<file path="src/rtl/icf_regs.svh">
// Purpose: Register offsets, bit positions, masks and reset values.
// Assumes: APB byte addresses, one aligned 32-bit word per register.
// Notes:   Registers are 16 bits wide; bits 31:16 always read zero.
`ifndef ICF_REGS_SVH
`define ICF_REGS_SVH

`define ICF_AW            12
`define ICF_OFS_CTRL2     12'h000
`define ICF_OFS_EN4       12'h004
`define ICF_OFS_PRIO12    12'h008
`define ICF_OFS_STAT      12'h00c
`define ICF_OFS_MASK      12'h010
`define ICF_OFS_GRANT     12'h014

`define ICF_CTRL2_ALT     15
`define ICF_CTRL2_HOLD    14
`define ICF_CTRL2_WMASK   16'h801f
`define ICF_HOLD_MASK     16'h4000
`define ICF_CTRL2_RESET   16'h0000

`define ICF_EN4_CANB      7
`define ICF_EN4_CANA      6
`define ICF_EN4_DMA7      5
`define ICF_EN4_DMA6      4
`define ICF_EN4_UARTB     2
`define ICF_EN4_UARTA     1
`define ICF_EN4_WMASK     16'h00f6
`define ICF_EN4_RESET     16'h0000

`define ICF_T8_LSB        12
`define ICF_I2CM_LSB      8
`define ICF_I2CS_LSB      4
`define ICF_T7_LSB        0
`define ICF_PRIO12_WMASK  16'h7777
`define ICF_PRIO12_RESET  16'h4444

`define ICF_STAT_WMASK    16'h001f
`define ICF_STAT_RESET    16'h0000
`define ICF_MASK_RESET    16'h0000

`endif

</file>
<file path="src/rtl/icf_pkg.sv">
// Purpose: Types and shared decode function of the interrupt slice.
// Assumes: Bit positions come from icf_regs.svh.
// Notes:   No constants live here, only types and the field decode function.
package icf_pkg;

  typedef logic [2:0] icf_prio_t;

  typedef struct packed {
    logic can_b_tx;
    logic can_a_tx;
    logic dma_ch7;
    logic dma_ch6;
    logic uart_b;
    logic uart_a;
  } icf_gate_t;

  typedef struct packed {
    logic      req;
    logic [1:0] id;
    icf_prio_t level;
  } icf_grant_t;

  function automatic icf_prio_t icf_field(input logic [15:0] r,
                                          input int unsigned lsb);
    return r[lsb +: 3];
  endfunction

endpackage

</file>
<file path="src/rtl/icf_edge_det.sv">
// Purpose: Per-input edge detector with selectable polarity.
// Assumes: Pins are synchronous to pclk.
// Notes:   Changing the polarity alone never yields an event.
`timescale 1ns/10ps
`default_nettype none
module icf_edge_det #(
  parameter int N = 5
) (
  input  wire logic         pclk,
  input  wire logic         presetn,
  input  wire logic [N-1:0] pin,
  input  wire logic [N-1:0] falling_sel,
  output var  logic [N-1:0] evt
);
  import icf_pkg::*;

  logic [N-1:0] prev;
  logic [N-1:0] next_evt;
  logic         armed;

  // The first sample after reset only loads the history, so a pin that
  // idles high is not mistaken for a rising edge.
  assign next_evt = {N{armed}} &
                    ((falling_sel & prev & ~pin) |
                     (~falling_sel & ~prev & pin));

  always_ff @(posedge pclk or negedge presetn) begin
    if (!presetn) begin
      prev  <= '0;
      evt   <= '0;
      armed <= 1'b0;
    end else begin
      prev  <= pin;
      evt   <= next_evt;
      armed <= 1'b1;
    end
  end

  for (genvar i = 0; i < N; i++) begin : g_chk

  end
endmodule
`default_nettype wire

</file>
<file path="src/rtl/icf_prio_arb.sv">
// Purpose: Picks the highest-priority pending source, registered.
// Assumes: A level of zero means the source is off.
// Notes:   Ties go to the lowest index, so the order is fixed.
`timescale 1ns/10ps
`default_nettype none
module icf_prio_arb #(
  parameter int N = 4
) (
  input  wire logic                 pclk,
  input  wire logic                 presetn,
  input  wire logic [N-1:0]         req,
  input  wire logic [N-1:0][2:0]    prio,
  output icf_pkg::icf_grant_t       grant
);
  import icf_pkg::*;

  icf_grant_t next_grant;

  // Strict compare keeps the earlier winner on a tie and never lets
  // a zero level win, since the search starts from level zero.
  always_comb begin
    next_grant = '0;
    for (int i = 0; i < N; i++) begin
      if (req[i] && (prio[i] > next_grant.level)) begin
        next_grant.req   = 1'b1;
        next_grant.id    = 2'(i);
        next_grant.level = prio[i];
      end
    end
  end

  always_ff @(posedge pclk or negedge presetn) begin
    if (!presetn) begin
      grant <= '0;
    end else begin
      grant <= next_grant;
    end
  end

endmodule
`default_nettype wire

</file>
<file path="src/rtl/icf_slice.sv">
// Purpose: Interrupt configuration slice with APB register access.
// Assumes: All inputs synchronous to pclk; APB3 without pstrb.
// Notes:   Zero-wait APB; read data is captured in the setup cycle.
// Operation
// - Read-only status of interrupt-disable instruction.
// - Per-input polarity: one falling, zero rising.
// - Two CAN transmit request enable bits.
// - Two UART error request enable bits.
// - Three-bit priority, seven highest, one lowest.
// - Priority zero disables the source entirely.
// - Timer eight at 14:12, timer seven 2:0.
// - Second I2C master 10:8, slave 6:4.
// - Unimplemented bits read zero, ignore writes.
`timescale 1ns/10ps
`default_nettype none
`include "icf_regs.svh"
module icf_slice (
  input  wire logic                  pclk,
  input  wire logic                  presetn,
  input  wire logic                  psel,
  input  wire logic                  penable,
  input  wire logic                  pwrite,
  input  wire logic [`ICF_AW-1:0]    paddr,
  input  wire logic [31:0]           pwdata,
  output var  logic [31:0]           prdata,
  output logic                       pready,
  output logic                       pslverr,
  input  wire logic                  core_irq_disable,
  input  wire logic [4:0]            ext_irq_pin,
  input  wire icf_pkg::icf_gate_t    periph_req,
  output icf_pkg::icf_gate_t         periph_req_gated,
  input  wire logic [3:0]            prio_src_req,
  output icf_pkg::icf_grant_t        core_grant,
  output logic                       alt_vector_select,
  output logic [2:0]                 vec_index,
  output logic                       irq
);
  import icf_pkg::*;

  //////////////////////////////////////////////////////////////////////
  // Register state.

  logic [15:0] ctrl2;
  logic [15:0] en4;
  logic [15:0] prio12;
  logic [15:0] stat;
  logic [15:0] imask;
  logic [15:0] next_ctrl2;
  logic [15:0] next_en4;
  logic [15:0] next_prio12;
  logic [15:0] next_stat;
  logic [15:0] next_imask;
  logic [15:0] stat_clr;
  logic [15:0] rd_ctrl2;
  logic [15:0] rd_grant;
  logic [15:0] rd_word;
  logic [4:0]  ext_evt;
  logic [3:0][2:0] prio_vec;
  icf_gate_t   en_gate;

  //////////////////////////////////////////////////////////////////////
  // APB decode.

  logic setup;
  logic acc;
  logic wr_en;
  logic hit_c2;
  logic hit_en;
  logic hit_pr;
  logic hit_st;
  logic hit_mk;
  logic hit_gr;
  logic hit_any;

  assign setup   = psel & ~penable;
  assign acc     = psel & penable;
  assign wr_en   = acc & pwrite;
  assign hit_c2  = (paddr == `ICF_OFS_CTRL2);
  assign hit_en  = (paddr == `ICF_OFS_EN4);
  assign hit_pr  = (paddr == `ICF_OFS_PRIO12);
  assign hit_st  = (paddr == `ICF_OFS_STAT);
  assign hit_mk  = (paddr == `ICF_OFS_MASK);
  assign hit_gr  = (paddr == `ICF_OFS_GRANT);
  assign hit_any = hit_c2 | hit_en | hit_pr | hit_st | hit_mk | hit_gr;

  // Every access completes in its first access cycle.
  assign pready  = acc;
  assign pslverr = acc & ~hit_any;

  //////////////////////////////////////////////////////////////////////
  // Write paths. Masks drop writes to unimplemented and read-only bits.

  assign next_ctrl2 = (wr_en & hit_c2) ?
                      (pwdata[15:0] & `ICF_CTRL2_WMASK) : ctrl2;
  assign next_en4 = (wr_en & hit_en) ?
                    (pwdata[15:0] & `ICF_EN4_WMASK) : en4;
  assign next_prio12 = (wr_en & hit_pr) ?
                       (pwdata[15:0] & `ICF_PRIO12_WMASK) : prio12;
  assign next_imask = (wr_en & hit_mk) ?
                      (pwdata[15:0] & `ICF_STAT_WMASK) : imask;

  // A write of one clears a status bit, but a new edge in the same
  // cycle sets it again, so no event is lost to a late clear.
  assign stat_clr  = (wr_en & hit_st) ?
                     (pwdata[15:0] & `ICF_STAT_WMASK) : 16'h0000;
  assign next_stat = (stat & ~stat_clr) | {11'h000, ext_evt};

  always_ff @(posedge pclk or negedge presetn) begin
    if (!presetn) begin
      ctrl2  <= `ICF_CTRL2_RESET;
      en4    <= `ICF_EN4_RESET;
      prio12 <= `ICF_PRIO12_RESET;
      stat   <= `ICF_STAT_RESET;
      imask  <= `ICF_MASK_RESET;
    end else begin
      ctrl2  <= next_ctrl2;
      en4    <= next_en4;
      prio12 <= next_prio12;
      stat   <= next_stat;
      imask  <= next_imask;
    end
  end

  //////////////////////////////////////////////////////////////////////
  // Read paths.

  assign rd_ctrl2 = ctrl2 |
                    (core_irq_disable ? `ICF_HOLD_MASK : 16'h0000);
  assign rd_grant = {7'h00, core_grant.req, 2'h0, core_grant.id,
                     1'b0, core_grant.level};
  assign rd_word  = hit_c2 ? rd_ctrl2 :
                    hit_en ? en4 :
                    hit_pr ? prio12 :
                    hit_st ? stat :
                    hit_mk ? imask :
                    hit_gr ? rd_grant : 16'h0000;

  // Capturing in setup keeps prdata a flop and still answers at once.
  always_ff @(posedge pclk or negedge presetn) begin
    if (!presetn) begin
      prdata <= 32'h0000_0000;
    end else if (setup && !pwrite) begin
      prdata <= {16'h0000, rd_word};
    end
  end

  //////////////////////////////////////////////////////////////////////
  // Vector table and external edge sources.

  assign alt_vector_select = ctrl2[`ICF_CTRL2_ALT];
  assign vec_index = {alt_vector_select, core_grant.id};

  icf_edge_det #(
    .N (5)
  ) u_edge (
    .pclk        (pclk),
    .presetn     (presetn),
    .pin         (ext_irq_pin),
    .falling_sel (ctrl2[4:0]),
    .evt         (ext_evt)
  );

  assign irq = |(stat & imask);

  //////////////////////////////////////////////////////////////////////
  // Enable gates for request lines without a priority field.

  assign en_gate = {en4[`ICF_EN4_CANB], en4[`ICF_EN4_CANA],
                    en4[`ICF_EN4_DMA7], en4[`ICF_EN4_DMA6],
                    en4[`ICF_EN4_UARTB], en4[`ICF_EN4_UARTA]};

  always_ff @(posedge pclk or negedge presetn) begin
    if (!presetn) begin
      periph_req_gated <= '0;
    end else begin
      periph_req_gated <= periph_req & en_gate;
    end
  end

  //////////////////////////////////////////////////////////////////////
  // Priority arbitration. Index 0 timer seven, 1 I2C slave,
  // 2 I2C master, 3 timer eight.

  assign prio_vec = {icf_field(prio12, `ICF_T8_LSB),
                     icf_field(prio12, `ICF_I2CM_LSB),
                     icf_field(prio12, `ICF_I2CS_LSB),
                     icf_field(prio12, `ICF_T7_LSB)};

  icf_prio_arb #(
    .N (4)
  ) u_arb (
    .pclk    (pclk),
    .presetn (presetn),
    .req     (prio_src_req),
    .prio    (prio_vec),
    .grant   (core_grant)
  );

  //////////////////////////////////////////////////////////////////////
  // Checks, with helper history of the arbiter inputs.

  logic [3:0]      req_hist;
  logic [3:0][2:0] prio_hist;
  logic            beaten;
  logic            live;

  always_ff @(posedge pclk or negedge presetn) begin
    if (!presetn) begin
      req_hist  <= '0;
      prio_hist <= '0;
    end else begin
      req_hist  <= prio_src_req;
      prio_hist <= prio_vec;
    end
  end

  always_comb begin
    beaten = 1'b0;
    live   = 1'b0;
    for (int i = 0; i < 4; i++) begin
      if (req_hist[i] && (prio_hist[i] != 3'h0)) begin
        live = 1'b1;
      end
      if (req_hist[i] && (prio_hist[i] > core_grant.level)) begin
        beaten = 1'b1;
      end
    end
  end
endmodule
`default_nettype wire

</file>
<file path="config.mk">
export PLATFORM = sky130hd
export DESIGN_NAME = icf_slice
export DESIGN_NICKNAME = d
export VERILOG_FILES = /design/src/rtl/icf_pkg.sv /design/src/rtl/icf_edge_det.sv /design/src/rtl/icf_prio_arb.sv /design/src/rtl/icf_slice.sv
export VERILOG_INCLUDE_DIRS = /design/src /design/src/rtl
export SDC_FILE = /design/constraint.sdc
export NUM_CORES = 1
export LEC_CHECK = 0
export BUFFER_PORTS_ARGS = -buffer_cell sky130_fd_sc_hd__buf_2
export CORE_AREA = 2 2 84 86
export CTS_CLUSTER_SIZE = 24
export DETAILED_ROUTE_END_ITERATION = 10
export DIE_AREA = 0 0 86 88
export MAX_ROUTING_LAYER = met4
export PLACE_DENSITY = 0.84
export SLEW_MARGIN = 20
export SYNTH_ARGS = -nofsm -noshare
export SYNTH_HDL_FRONTEND = slang
export SYNTH_SLANG_ARGS = --single-unit
export TNS_END_PERCENT = 50
</file>
<file path="constraint.sdc">
create_clock -name pclk -period 7.5 [get_ports pclk]
set_input_delay 0.75 -clock pclk [delete_from_list [all_inputs] [get_ports pclk]]
set_output_delay 0.75 -clock pclk [all_outputs]
set_load 0.02 [all_outputs]
</file>
==> summary.md, run 1 <==
| Metric | Value |
|---|---|
| Placed inst area | 3930 um2 |
| Max rail drop VDD | 0.0000914 V |
| CTS Buf Count | 9 |
| Setup CP Type | in -> reg |
| Most common cell on crit path | ha_1 |
| PostCTS Resize Cnt | 0 |
| Finished Cell Area | 4130 um2 |
| Nets | 476 |
| DRC errors left | 0 |
| Crit Path Max Fanout | 6 |
| Status | complete, no violations |
| FF-to-FF Start | prio12[2] |
| Clk Latency, worst-skew pair | 350 ps |
| Final TNS setup | 0 ps |
| Critical path's top delay family | simple AND/OR/NAND/NOR gates |
| DR WL/cell | 16.3 um |
| Hold_buf cts | 0 |
| Clock Skew | 5.55 ps |
| Crit share post-route | 63.5% |
| H-tree depth | 3 |
| Max-slew headroom | 35.4% |
| Initial antenna violation count | 0 |
| Max-slew violation count | 0 |
| Min-delay src | u_edge.evt[1] |
| Clk buf depth | 2 |
| Startpoint Class | input pin |
| Placed insts | 472 |
| Vias in the first global route | 2,615 |
| Cell Area, Synth | 3560 um2 |
| FF-to-FF End | u_arb.grant[5] |
| Wirelength, routed | 7940 um |
| Most frequent cells in the layout | buf_2 (81), dfrtp_1 (68), nand2_1 (35), mux2_2 (27), conb_1 (18) |
| Minimum clock period | 4760 ps |
| Setup Buffers After CTS | 0 |
| Max incr delay on CP | 420 ps |
| Worst Setup End Kind | flip-flop |
| CP Cell Sequence | buf_2, nand2_1, ha_1, nor2b_1, o31ai_1, nor2_1, mux2_2, ha_1, nand2_1, o211ai_1, nand4_1, o211a_1, mux2_2, ha_1, nor2b_1, o21a_1, o211ai_1, nand2b_1, or3_1 |
| Required time of the critical path | 7730 ps |
| Hold path cells | 1 |
| Fin worst setup slack | 2740 ps |
| Final Non-Filler Cells | 488 |
| Type of the worst min-delay path | reg -> reg |
| First-pass GRT wire length | 12,600 um |
| Pre-Repair DR Iteration Count | 4 |
| Row Count | 30 |
| Initial core utilization | 53.5% |
| Hold endpoint | stat[1] |
| Post-route ant nets | 0 |
| CP arrival | 5000 ps |
| Pre-CTS setup slack | 2410 ps |
| Via count | 2,717 |
| Global-route usage over all layers | 22.7% |
| Buf+Inv Stages, Crit Path | 1 |
| Number of I/O pins | 116 |
| Reg-to-reg slack, setup | 2800 ps |
| Leak pwr | 2.06 nW |
| Yosys warning count | 0 |
| Maximum clock rate | 210 MHz |
| Full die area | 7570 um2 |
| Dpl hpwl | 5770 um |
| Largest net degree at the start of global routing | 73 |
| Syn_area_per_cell | 10.9 um2 |
| Final setup viols | 0 |
| GP Congestion | 0.880 |
| RSZ-0062 raised after global routing | false |
| Core Region | 6640 um2 |
| Share of post-route cells with drive strength above 1 | 33.6% |
| Number of synthesized register bits | 72 |
| Commonest non-fill, non-tap cell in the layout | buf_2 |
| First DRT Iteration DRCs | 223 |
| Slowest-stage cell, CP | o211ai_1 |
| MaxCap Viol Count | 0 |
| Sequential area share after synthesis | 50.8% |
| Netlist cell types | 50 |
| Fin. Hold Viols | 0 |
| Clock slew at reported path FFs | 70 ps |
| PortBufs | 81 |
| Vias/cell | 5.57 |
| CTS tree | built |
| Area Overhead vs Synth | 16.2% |
| Slew @ Worst Pin | 967 ps |
| Clk sink count | 72 |
| Chip height | 88 um |
| R2R cell count | 18 |
| N_diodes | 0 |
| Die Width | 86 um |
| Power per cell area | 191 nW/um2 |
| Synthesized instance count | 325 |
| Overflow after GRT | 0 |
| CTS root buffer | clkbuf_8 |
## Yosys cell counts (all sizes together)
cell type	count	area share, %
dfrtp	68	48
nand2	36	3.9
mux2	29	9.2
buf	24	5.0
o21ai	17	2.4
nor2	16	1.9
and2	14	2.5
nand3	9	1.3
ha	8	2.8
inv	8	0.84
a21o	7	1.5
clkbuf	7	0.74
nand2b	7	1.2
a21oi	6	0.84
mux2i	6	1.7
o22ai	6	1.1
a22oi	5	1.1
a22o	4	0.98
dfstp	4	3.0
nor2b	4	0.70
o21a	4	0.84
a221o	3	0.84
o211ai	3	0.63
a221oi	2	0.49
and3	2	0.35
and4bb	2	0.70
conb	2	0.21
nand4	2	0.35
nor3	2	0.60
o31a	2	0.49
o31ai	2	0.42
or3	2	0.35
a211oi	1	0.21
a21boi	1	0.21
a222oi	1	0.28
and2b	1	0.21
and4	1	0.32
nor3b	1	0.21
nor4	1	0.60
o211a	1	0.28
o32ai	1	0.25
o41ai	1	0.25
or3b	1	0.25
or4	1	0.32
## worst max-delay path by stage
stage / startpoint / end / slack, ps / depth (start not counted)
final: prio_src_req[0] / u_arb.grant[5] / 2740 / 19
after detailed placement: prio_src_req[0] / u_arb.grant[5] / 2410 / 19
after global routing: prio_src_req[0] / u_arb.grant[5] / 2470 / 19
after global placement: prio_src_req[0] / u_arb.grant[5] / 2570 / 19
after floorplan: prio_src_req[0] / u_arb.grant[5] / 2980 / 18
after CTS: prio_src_req[0] / u_arb.grant[5] / 2770 / 19
## routing by layer
metal  track usage [%]  wire (um)  vias up
li1                  -          -     1272
met4              8.66        148        0
met3              5.47        530       16
met2              35.5       3880      103
met5                 -          0        -
met1              28.7       3370     1326
## where the power goes
part	leakage (nW)	total (mW)	internal [mW]	switching (mW)
Sequential	0.902	0.401	0.396	0.00503
Combinational	1.05	0.0729	0.0245	0.0483
Clock	0.107	0.317	0.172	0.145
Total	2.06	0.791	0.593	0.198
## registers in the layout, summed over array words and instances (netlist names), 6 cells and up
name / cells
en4: 6
prio12: 12
prdata: 15
ctrl2: 6
u_arb.grant: 6
periph_req_gated: 6
## kinds of logic after synthesis
group	after synthesis	share of synthesized area [%]
other cells	2	0.211
buf+inv	39	6.61
mux	35	10.9
flops	72	50.8
compound gates	67	13.0
simple gates	102	15.7
fa+ha+maj	8	2.81
## layout make-up
cell class              count  area, um2
fillers                   556       2510
repair buffers             82        413
flip-flops and latches     72       1810
multi-input cells         230       1580
clock buffers              12        155
inverters                   8       30.0
well taps                  80        100
clock inverters             4       52.6
## through the flow
stage,utilization [%],hold WS (ps),total power [mW]
6_report,62.2,435,0.791
2_1_floorplan,-,404,0.454
4_1_cts,62.2,440,0.797
3_5_place_dp,59.1,419,0.481
5_1_grt,62.2,454,0.821
3_3_place_gp,59.1,407,0.479
Power figures use the tool's default switching activity.
==> inputs of run 2 (changes only) <==
--- a/config.mk
+++ b/config.mk
@@ -6,13 +6,14 @@
 export SDC_FILE = /design/constraint.sdc
 export NUM_CORES = 1
 export LEC_CHECK = 0
+export ABC_AREA = 1
 export BUFFER_PORTS_ARGS = -buffer_cell sky130_fd_sc_hd__buf_2
-export CORE_AREA = 2 2 84 86
+export CORE_AREA = 2 2 93 95
 export CTS_CLUSTER_SIZE = 24
 export DETAILED_ROUTE_END_ITERATION = 10
-export DIE_AREA = 0 0 86 88
+export DIE_AREA = 0 0 95 97
 export MAX_ROUTING_LAYER = met4
-export PLACE_DENSITY = 0.84
+export PLACE_DENSITY = 0.74
 export SLEW_MARGIN = 20
 export SYNTH_ARGS = -nofsm -noshare
 export SYNTH_HDL_FRONTEND = slang
==> constraint.sdc (replaced) <==
create_clock -name pclk -period 4.2 [get_ports pclk]
set_input_delay 0.42 -clock pclk [delete_from_list [all_inputs] [get_ports pclk]]
set_output_delay 0.42 -clock pclk [all_outputs]
set_load 0.02 [all_outputs]
==> summary.md, run 2 <==
| Metric | Value |
|---|---|
| Total power | 1.40 mW (was 791 uW) |
| Max FFs per register | 15 (unchanged) |
| Startpoint Class | flip-flop (was input pin) |
| Clock slew at reported path FFs | 80 ps (was 70 ps) |
| Top Registers | prdata x15, prio12 x12 (unchanged) |
| Number of synthesized register bits | 72 (unchanged) |
| Main combinational cell family by area after synthesis | simple AND/OR/NAND/NOR gates (unchanged) |
| Sequential area share after synthesis | 49.2% (was 50.8%) |
| Compound-Gate Fraction of Synth Area | 11.2% (was 13.0%) |
| Commonest non-fill, non-tap cell in the layout | nand2_1 (was buf_2) |
| Worst Setup End Kind | flip-flop (unchanged) |
| Synth Flop Type | dfrtp_1 (unchanged) |
| Xor/xnor share of the synthesized area | 0% (unchanged) |
| Crit Path Max Fanout | 7 (was 6) |
| Vias in the first global route | 3,034 (was 2,615) |
| CTS root buffer | clkbuf_8 (unchanged) |
| Post-synthesis adder-cell area fraction | 2.73% (was 2.81%) |
| Synth async-reset ratio | 100% (unchanged) |
| Syn_area_per_cell | 8.34 um2 (was 10.9 um2) |
| Largest cells by area after synthesis | dfrtp_1 (46%), nand2_1 (12%), inv_1 (5.7%), nand3_1 (4.9%), buf_4 (4.3%) (was dfrtp_1 (48%), mux2_2 (8.5%), buf_4 (4.4%), nand2_1 (3.7%), dfstp_2 (3.0%)) |
| Status | complete, no violations (unchanged) |
| CP arrival | 4090 ps (was 5000 ps) |
| First DRT Iteration DRCs | 254 (was 223) |
| Minimum clock period | 3840 ps |
| FF-to-FF Start | prio12[2] (unchanged) |
| Cell Area, Synth | 3670 um2 (was 3560 um2) |
| Required time of the critical path | 4450 ps (was 7730 ps) |
| Yosys warning count | 0 (unchanged) |
| Global-route usage over all layers | 20.4% (was 22.7%) |
| Netlist cell types | 35 (was 50) |
| Chip height | 97 um (was 88 um) |
| Crit share post-route | 91.5% |
| FF-to-FF End | u_arb.grant[0] (was u_arb.grant[5]) |
| R2R cell count | 25 (was 18) |
| Core Region | 8130 um2 (was 6640 um2) |
| GP Congestion | 0.931 (was 0.880) |
| Most instantiated cells after synthesis | nand2_1 (116), dfrtp_1 (68), inv_1 (56) (was dfrtp_1 (68), nand2_1 (35), mux2_2 (27)) |
| N_diodes | 0 (unchanged) |
| CTS Buf Count | 9 (unchanged) |
| Power per cell area | 327 nW/um2 (was 191 nW/um2) |
| Vias/cell | 5.00 (was 5.57) |
| Fillers | 770 (was 556) |
| Setup CP Type | reg -> reg (was in -> reg) |
| Final Non-Filler Cells | 633 (was 488) |
| Area Overhead vs Synth | 16.9% (was 16.2%) |
| Synthesized instance count | 440 (was 325) |
| CTS tree | built (unchanged) |
| Slew @ Worst Pin | 617 ps (was 967 ps) |
| Initial antenna violation count | 0 (unchanged) |
| Max rail drop VDD | 0.000136 V (was 0.0000914 V) |
| Reg-to-reg slack, setup | 360 ps (was 2800 ps) |
| Overflow after GRT | 0 (unchanged) |
| Nets | 596 (was 476) |
| Area of the multi-input gates | 1500 um2 (was 1580 um2) |
| Largest net degree at the start of global routing | 51 (was 73) |
| H-tree depth | 3 (unchanged) |
| MaxCap Viol Count | 0 (unchanged) |
| Register area | 1810 um2 (unchanged) |
| Synth Area in Simple Gates | 23.8% (was 15.7%) |
| Maximum clock rate | 260 MHz |
| Top-count cell post-synth | nand2_1 (was dfrtp_1) |
| Die Width | 95 um (was 86 um) |
| Clk Latency, worst-skew pair | 360 ps (was 350 ps) |
| Post-route ant nets | 0 (unchanged) |
| Mux contribution to synthesized area | 0.818% (was 10.9%) |
| Worst setup path startpoint | prio12[2] (was prio_src_req[0]) |
| DR WL/cell | 13.5 um (was 16.3 um) |
| Yosys top cell by area | dfrtp_1 (unchanged) |
| Initial core utilization | 45.1% (was 53.5%) |
| RSZ-0062 raised after global routing | false (unchanged) |
| Biggest register | prdata (unchanged) |
| Clk sink count | 72 (unchanged) |
| Placed insts | 616 (was 472) |
| Share of post-route cells with drive strength above 1 | 26.1% (was 33.6%) |
| Clock Skew | 9.03 ps (was 5.55 ps) |
| Clk buf depth | 2 (unchanged) |
| Dpl hpwl | 6620 um (was 5770 um) |
| Number of I/O pins | 116 (unchanged) |
| Most frequent cells in the layout | nand2_1 (115), buf_2 (81), dfrtp_1 (68), inv_1 (55), nand3_1 (36) (was buf_2 (81), dfrtp_1 (68), nand2_1 (35), mux2_2 (27), conb_1 (18)) |
| Final setup viols | 0 (unchanged) |
| Row Count | 33 (was 30) |
| DRC errors left | 0 (unchanged) |
| Via count | 3,165 (was 2,717) |
| Wirelength, routed | 8540 um (was 7940 um) |
| PortBufs | 81 (unchanged) |
| First-pass GRT wire length | 14,200 um (was 12,600 um) |
| Post-synth top area share | 46.4% (was 47.8%) |
| Max-slew violation count | 0 (unchanged) |
| Type of the worst min-delay path | in -> async (was reg -> reg) |
| Final TNS setup | 0 ps (unchanged) |
| Pre-Repair DR Iteration Count | 7 (was 4) |
| Full die area | 9220 um2 (was 7570 um2) |
| Fin. Hold Viols | 0 (unchanged) |
| Leak pwr | 2.39 nW (was 2.06 nW) |
| EDFF count, synth | 0 (unchanged) |
| Max-slew headroom | 58.9% (was 35.4%) |
-- run 2: report_power, final --
part	leakage (nW)	switching (mW)	total, mW	internal [mW]
combinational	1.38	0.0846	0.124	0.0394
clock	0.102	0.272	0.564	0.292
sequential	0.909	0.00829	0.715	0.706
-- run 2: worst max-delay path by stage --
stage / slack, ps / endpoint
finish: 360 / u_arb.grant[0]
detailed placement: 180 / u_arb.grant[0]
global placement: 280 / u_arb.grant[2]
CTS: 160 / u_arb.grant[0]
floorplan: 620 / u_arb.grant[5]
global route: 1 / u_arb.grant[0]
-- run 2: cell families (layout without fill, tap and decap cells) --
group                    after synthesis  in the layout
AO/OA/AOI/OAI                         67             67
AND/OR/NAND/NOR                      203            203
buffers and inverters                 86            158
adder cells (fa/ha/maj)                8              8
flip-flops                            72             72
other                                  2             18
multiplexers                           2              2
-- run 2: repair_timing --
item | in CTS | in global routing
hold endpoints to repair | 0 | 0
hold buffers | 0 | 0
endpoints found under the setup margin | 0 | 6
buffers inserted | 0 | 1
gates resized for setup | 0 | 7
-- run 2: per-layer routing --
metal	global-route usage, %	share of wire (%)	up-vias
li1	-	-	1534
met2	31.3	47	145
met3	4.28	7.2	28
met1	26.5	43	1458
met5	-	0	-
met4	7.58	2.8	0
-- run 2: per-stage QoR --
stage / instance area (um2) / utilization (%) / hold WS, ps / setup WS (ps)
final: 4290 / 52.7 / 21.6 / 359
after floorplan: 3730 / - / 124 / 619
after CTS: 4270 / 52.5 / 37.5 / 161
after global placement: 4060 / 49.9 / 416 / 278
after global routing: 4290 / 52.7 / 67.6 / 1.29
after detailed placement: 4060 / 49.9 / 421 / 184
-- run 2: worst max-delay path, cell delays in order (launching register included) --
cell	delay (ps)
dfstp_2	540
inv_1	60
a31oi_2	170
nand2_1	110
ha_1	300
nand2_1	70
o21ai_2	150
nand2_2	100
nand2_1	70
o21ai_0	120
ha_1	320
inv_1	40
o21ai_1	150
nand2_1	80
a21oi_2	170
nand2_1	140
nand2_1	110
nand2_1	60
ha_1	290
nand2_1	60
nor2_1	90
a211oi_1	50
nor2_1	210
inv_2	110
nand3_1	110
nand2_1	60
-- run 2: final cells by class --
cell class	instances	share of cell area [%]
multi-input combinational	298	35.0
inverter	58	5.07
tap	105	3.06
timing repair buffer	84	9.97
clock inverter	6	1.60
sequential	72	42.1
clock buffer	10	3.21
==> inputs of run 3 (changes only) <==
--- a/config.mk
+++ b/config.mk
@@ -12,8 +12,8 @@
 export CTS_CLUSTER_SIZE = 24
 export DETAILED_ROUTE_END_ITERATION = 10
 export DIE_AREA = 0 0 95 97
-export MAX_ROUTING_LAYER = met4
 export PLACE_DENSITY = 0.74
+export RECOVER_POWER = 100
 export SLEW_MARGIN = 20
 export SYNTH_ARGS = -nofsm -noshare
 export SYNTH_HDL_FRONTEND = slang
==> summary.md, run 3 (synthesis results as in run 2) <==
| Metric | Value |
|---|---|
| N_diodes | 0 (unchanged) |
| Dpl hpwl | 6620 um (unchanged) |
| DR WL/cell | 13.6 um (was 13.5 um) |
| Clk buf depth | 2 (unchanged) |
| Row Count | 33 (unchanged) |
| Commonest non-fill, non-tap cell in the layout | nand2_1 (unchanged) |
| Full die area | 9220 um2 (unchanged) |
| Max FFs per register | 15 (unchanged) |
| Wirelength, routed | 8600 um (was 8540 um) |
| Crit share post-route | 91.5% (about the same) |
| Global-route usage over all layers | 19.9% (was 20.4%) |
| Most common cell on crit path | nand2_1 (unchanged) |
| FF-to-FF End | u_arb.grant[0] (unchanged) |
| Setup CP Type | reg -> reg (unchanged) |
| First-pass GRT wire length | 14,200 um (about the same) |
| Startpoint Class | flip-flop (unchanged) |
| Number of I/O pins | 116 (unchanged) |
| Hold path cells | 1 |
| Worst Setup End Kind | flip-flop (unchanged) |
| Final TNS setup | 0 ps (unchanged) |
| Largest net degree at the start of global routing | 51 (unchanged) |
| Hold endpoint | u_edge.prev[1] |
| R2R cell count | 25 (unchanged) |
| Buf+Inv Stages, Crit Path | 3 (unchanged) |
| Top Registers | prdata x15, prio12 x12 (unchanged) |
| Post-route ant nets | 0 (unchanged) |
| Clk sink count | 72 (unchanged) |
| Initial core utilization | 45.1% (unchanged) |
| Reg-to-reg slack, setup | 360 ps (about the same) |
| CTS root buffer | clkbuf_8 (unchanged) |
| Status | complete, no violations (unchanged) |
| Clock slew at reported path FFs | 80 ps (about the same) |
| PortBufs | 81 (unchanged) |
| CP arrival | 4080 ps (was 4090 ps) |
| Via count | 3,185 (was 3,165) |
| CTS tree | built (unchanged) |
| Max rail drop VDD | 0.000136 V (about the same) |
| Slowest-stage cell, CP | dfstp_2 (unchanged) |
| Share of post-route cells with drive strength above 1 | 15.3% (was 26.1%) |
| Leak pwr | 2.22 nW (was 2.39 nW) |
| Biggest register | prdata (unchanged) |
| Vias in the first global route | 3,031 (was 3,034) |
| Clock Skew | 10.4 ps (was 9.03 ps) |
| Required time of the critical path | 4440 ps (was 4450 ps) |
| Overflow after GRT | 0 (unchanged) |
| Hold_buf cts | 0 (unchanged) |
| H-tree depth | 3 (unchanged) |
| Chip height | 97 um (unchanged) |
| Type of the worst min-delay path | in -> reg (was in -> async) |
| Core Region | 8130 um2 (unchanged) |
| Area Overhead vs Synth | 14.0% (was 16.9%) |
| Maximum clock rate | 260 MHz (about the same) |
| FF-to-FF Start | prio12[2] (unchanged) |
| Fin. Hold Viols | 0 (unchanged) |
| MaxCap Viol Count | 0 (unchanged) |
| Slew @ Worst Pin | 1230 ps (was 617 ps) |
| Most frequent cells in the layout | nand2_1 (119), dfrtp_1 (68), inv_1 (56), buf_2 (41), clkbuf_1 (41) (was nand2_1 (115), buf_2 (81), dfrtp_1 (68), inv_1 (55), nand3_1 (36)) |
| Final setup viols | 0 (unchanged) |
| Power per cell area | 333 nW/um2 (was 327 nW/um2) |
| Max incr delay on CP | 540 ps (about the same) |
| Die Width | 95 um (unchanged) |
| Finished Core Util | 51.4% (was 52.7%) |
| Crit Path Max Fanout | 7 (unchanged) |
| DRC errors left | 0 (unchanged) |
| Initial antenna violation count | 0 (unchanged) |
| Max-slew headroom | 17.7% (was 58.9%) |
| Critical path's top delay family | simple AND/OR/NAND/NOR gates (unchanged) |
| Pre-Repair DR Iteration Count | 5 (was 7) |
| CTS Buf Count | 9 (unchanged) |
| Minimum clock period | 3840 ps (about the same) |
| RSZ-0062 raised after global routing | false (unchanged) |
| Nets | 596 (unchanged) |
| Max-slew violation count | 0 (unchanged) |
| Vias/cell | 5.03 (was 5.00) |
| First DRT Iteration DRCs | 308 (was 254) |
| GP Congestion | 0.915 (was 0.931) |
| Min-delay src | ext_irq_pin[1] |
| Clk Latency, worst-skew pair | 350 ps (was 360 ps) |
==> run 3: layout make-up <==
| type | instances | area (um2) |
|---|---|---|
| inverters | 58 | 218 |
| multi-input cells | 298 | 1450 |
| clock buffers | 10 | 138 |
| clock inverters | 6 | 68.8 |
| flip-flops and latches | 72 | 1810 |
| well taps | 105 | 131 |
| fillers | 798 | 3950 |
| repair buffers | 84 | 372 |
==> run 3: metal layers <==
metal	up-vias	wire length [um]	track usage (%)
met5	-	0	0
met4	0	195	7.25
met3	15	663	5.06
met2	146	4010	31.3
met1	1496	3730	26.4
li1	1528	-	-
==> run 3: power by group <==
group / switching [mW] / internal, mW
Clock: 0.268 / 0.292
Sequential: 0.00851 / 0.706
Combinational: 0.0830 / 0.0347
Total: 0.359 / 1.03
==> run 3: worst max path at each step <==
stage	to	cells after the start	start	slack (ps)
after floorplan	u_arb.grant[5]	24	prio12[2]	620
after global placement	u_arb.grant[2]	25	prio12[2]	280
after detailed placement	u_arb.grant[0]	24	prio12[2]	180
after CTS	u_arb.grant[0]	24	prio12[2]	160
after global routing	u_arb.grant[0]	25	prio12[2]	1
final	u_arb.grant[0]	25	prio12[2]	360
==> run 3: metrics by stage <==
step / hold WS [ps] / area, um2 / total power, mW / cells / setup slack [ps]
floorplan: 124 / 3730 / 0.804 / 456 / 619
global placement: 416 / 4060 / 0.848 / 616 / 278
detailed placement: 421 / 4060 / 0.852 / 616 / 184
CTS: 37.5 / 4270 / 1.41 / 632 / 161
global route: 201 / 4180 / 1.46 / 633 / 1.30
finish: 212 / 4180 / 1.39 / 633 / 356
==> run 3: repair_timing <==
item | 4_1_cts | 5_1_grt
setup buffers | 0 | 1
setup endpoints to repair | 0 | 6
gates resized for setup | 0 | 7
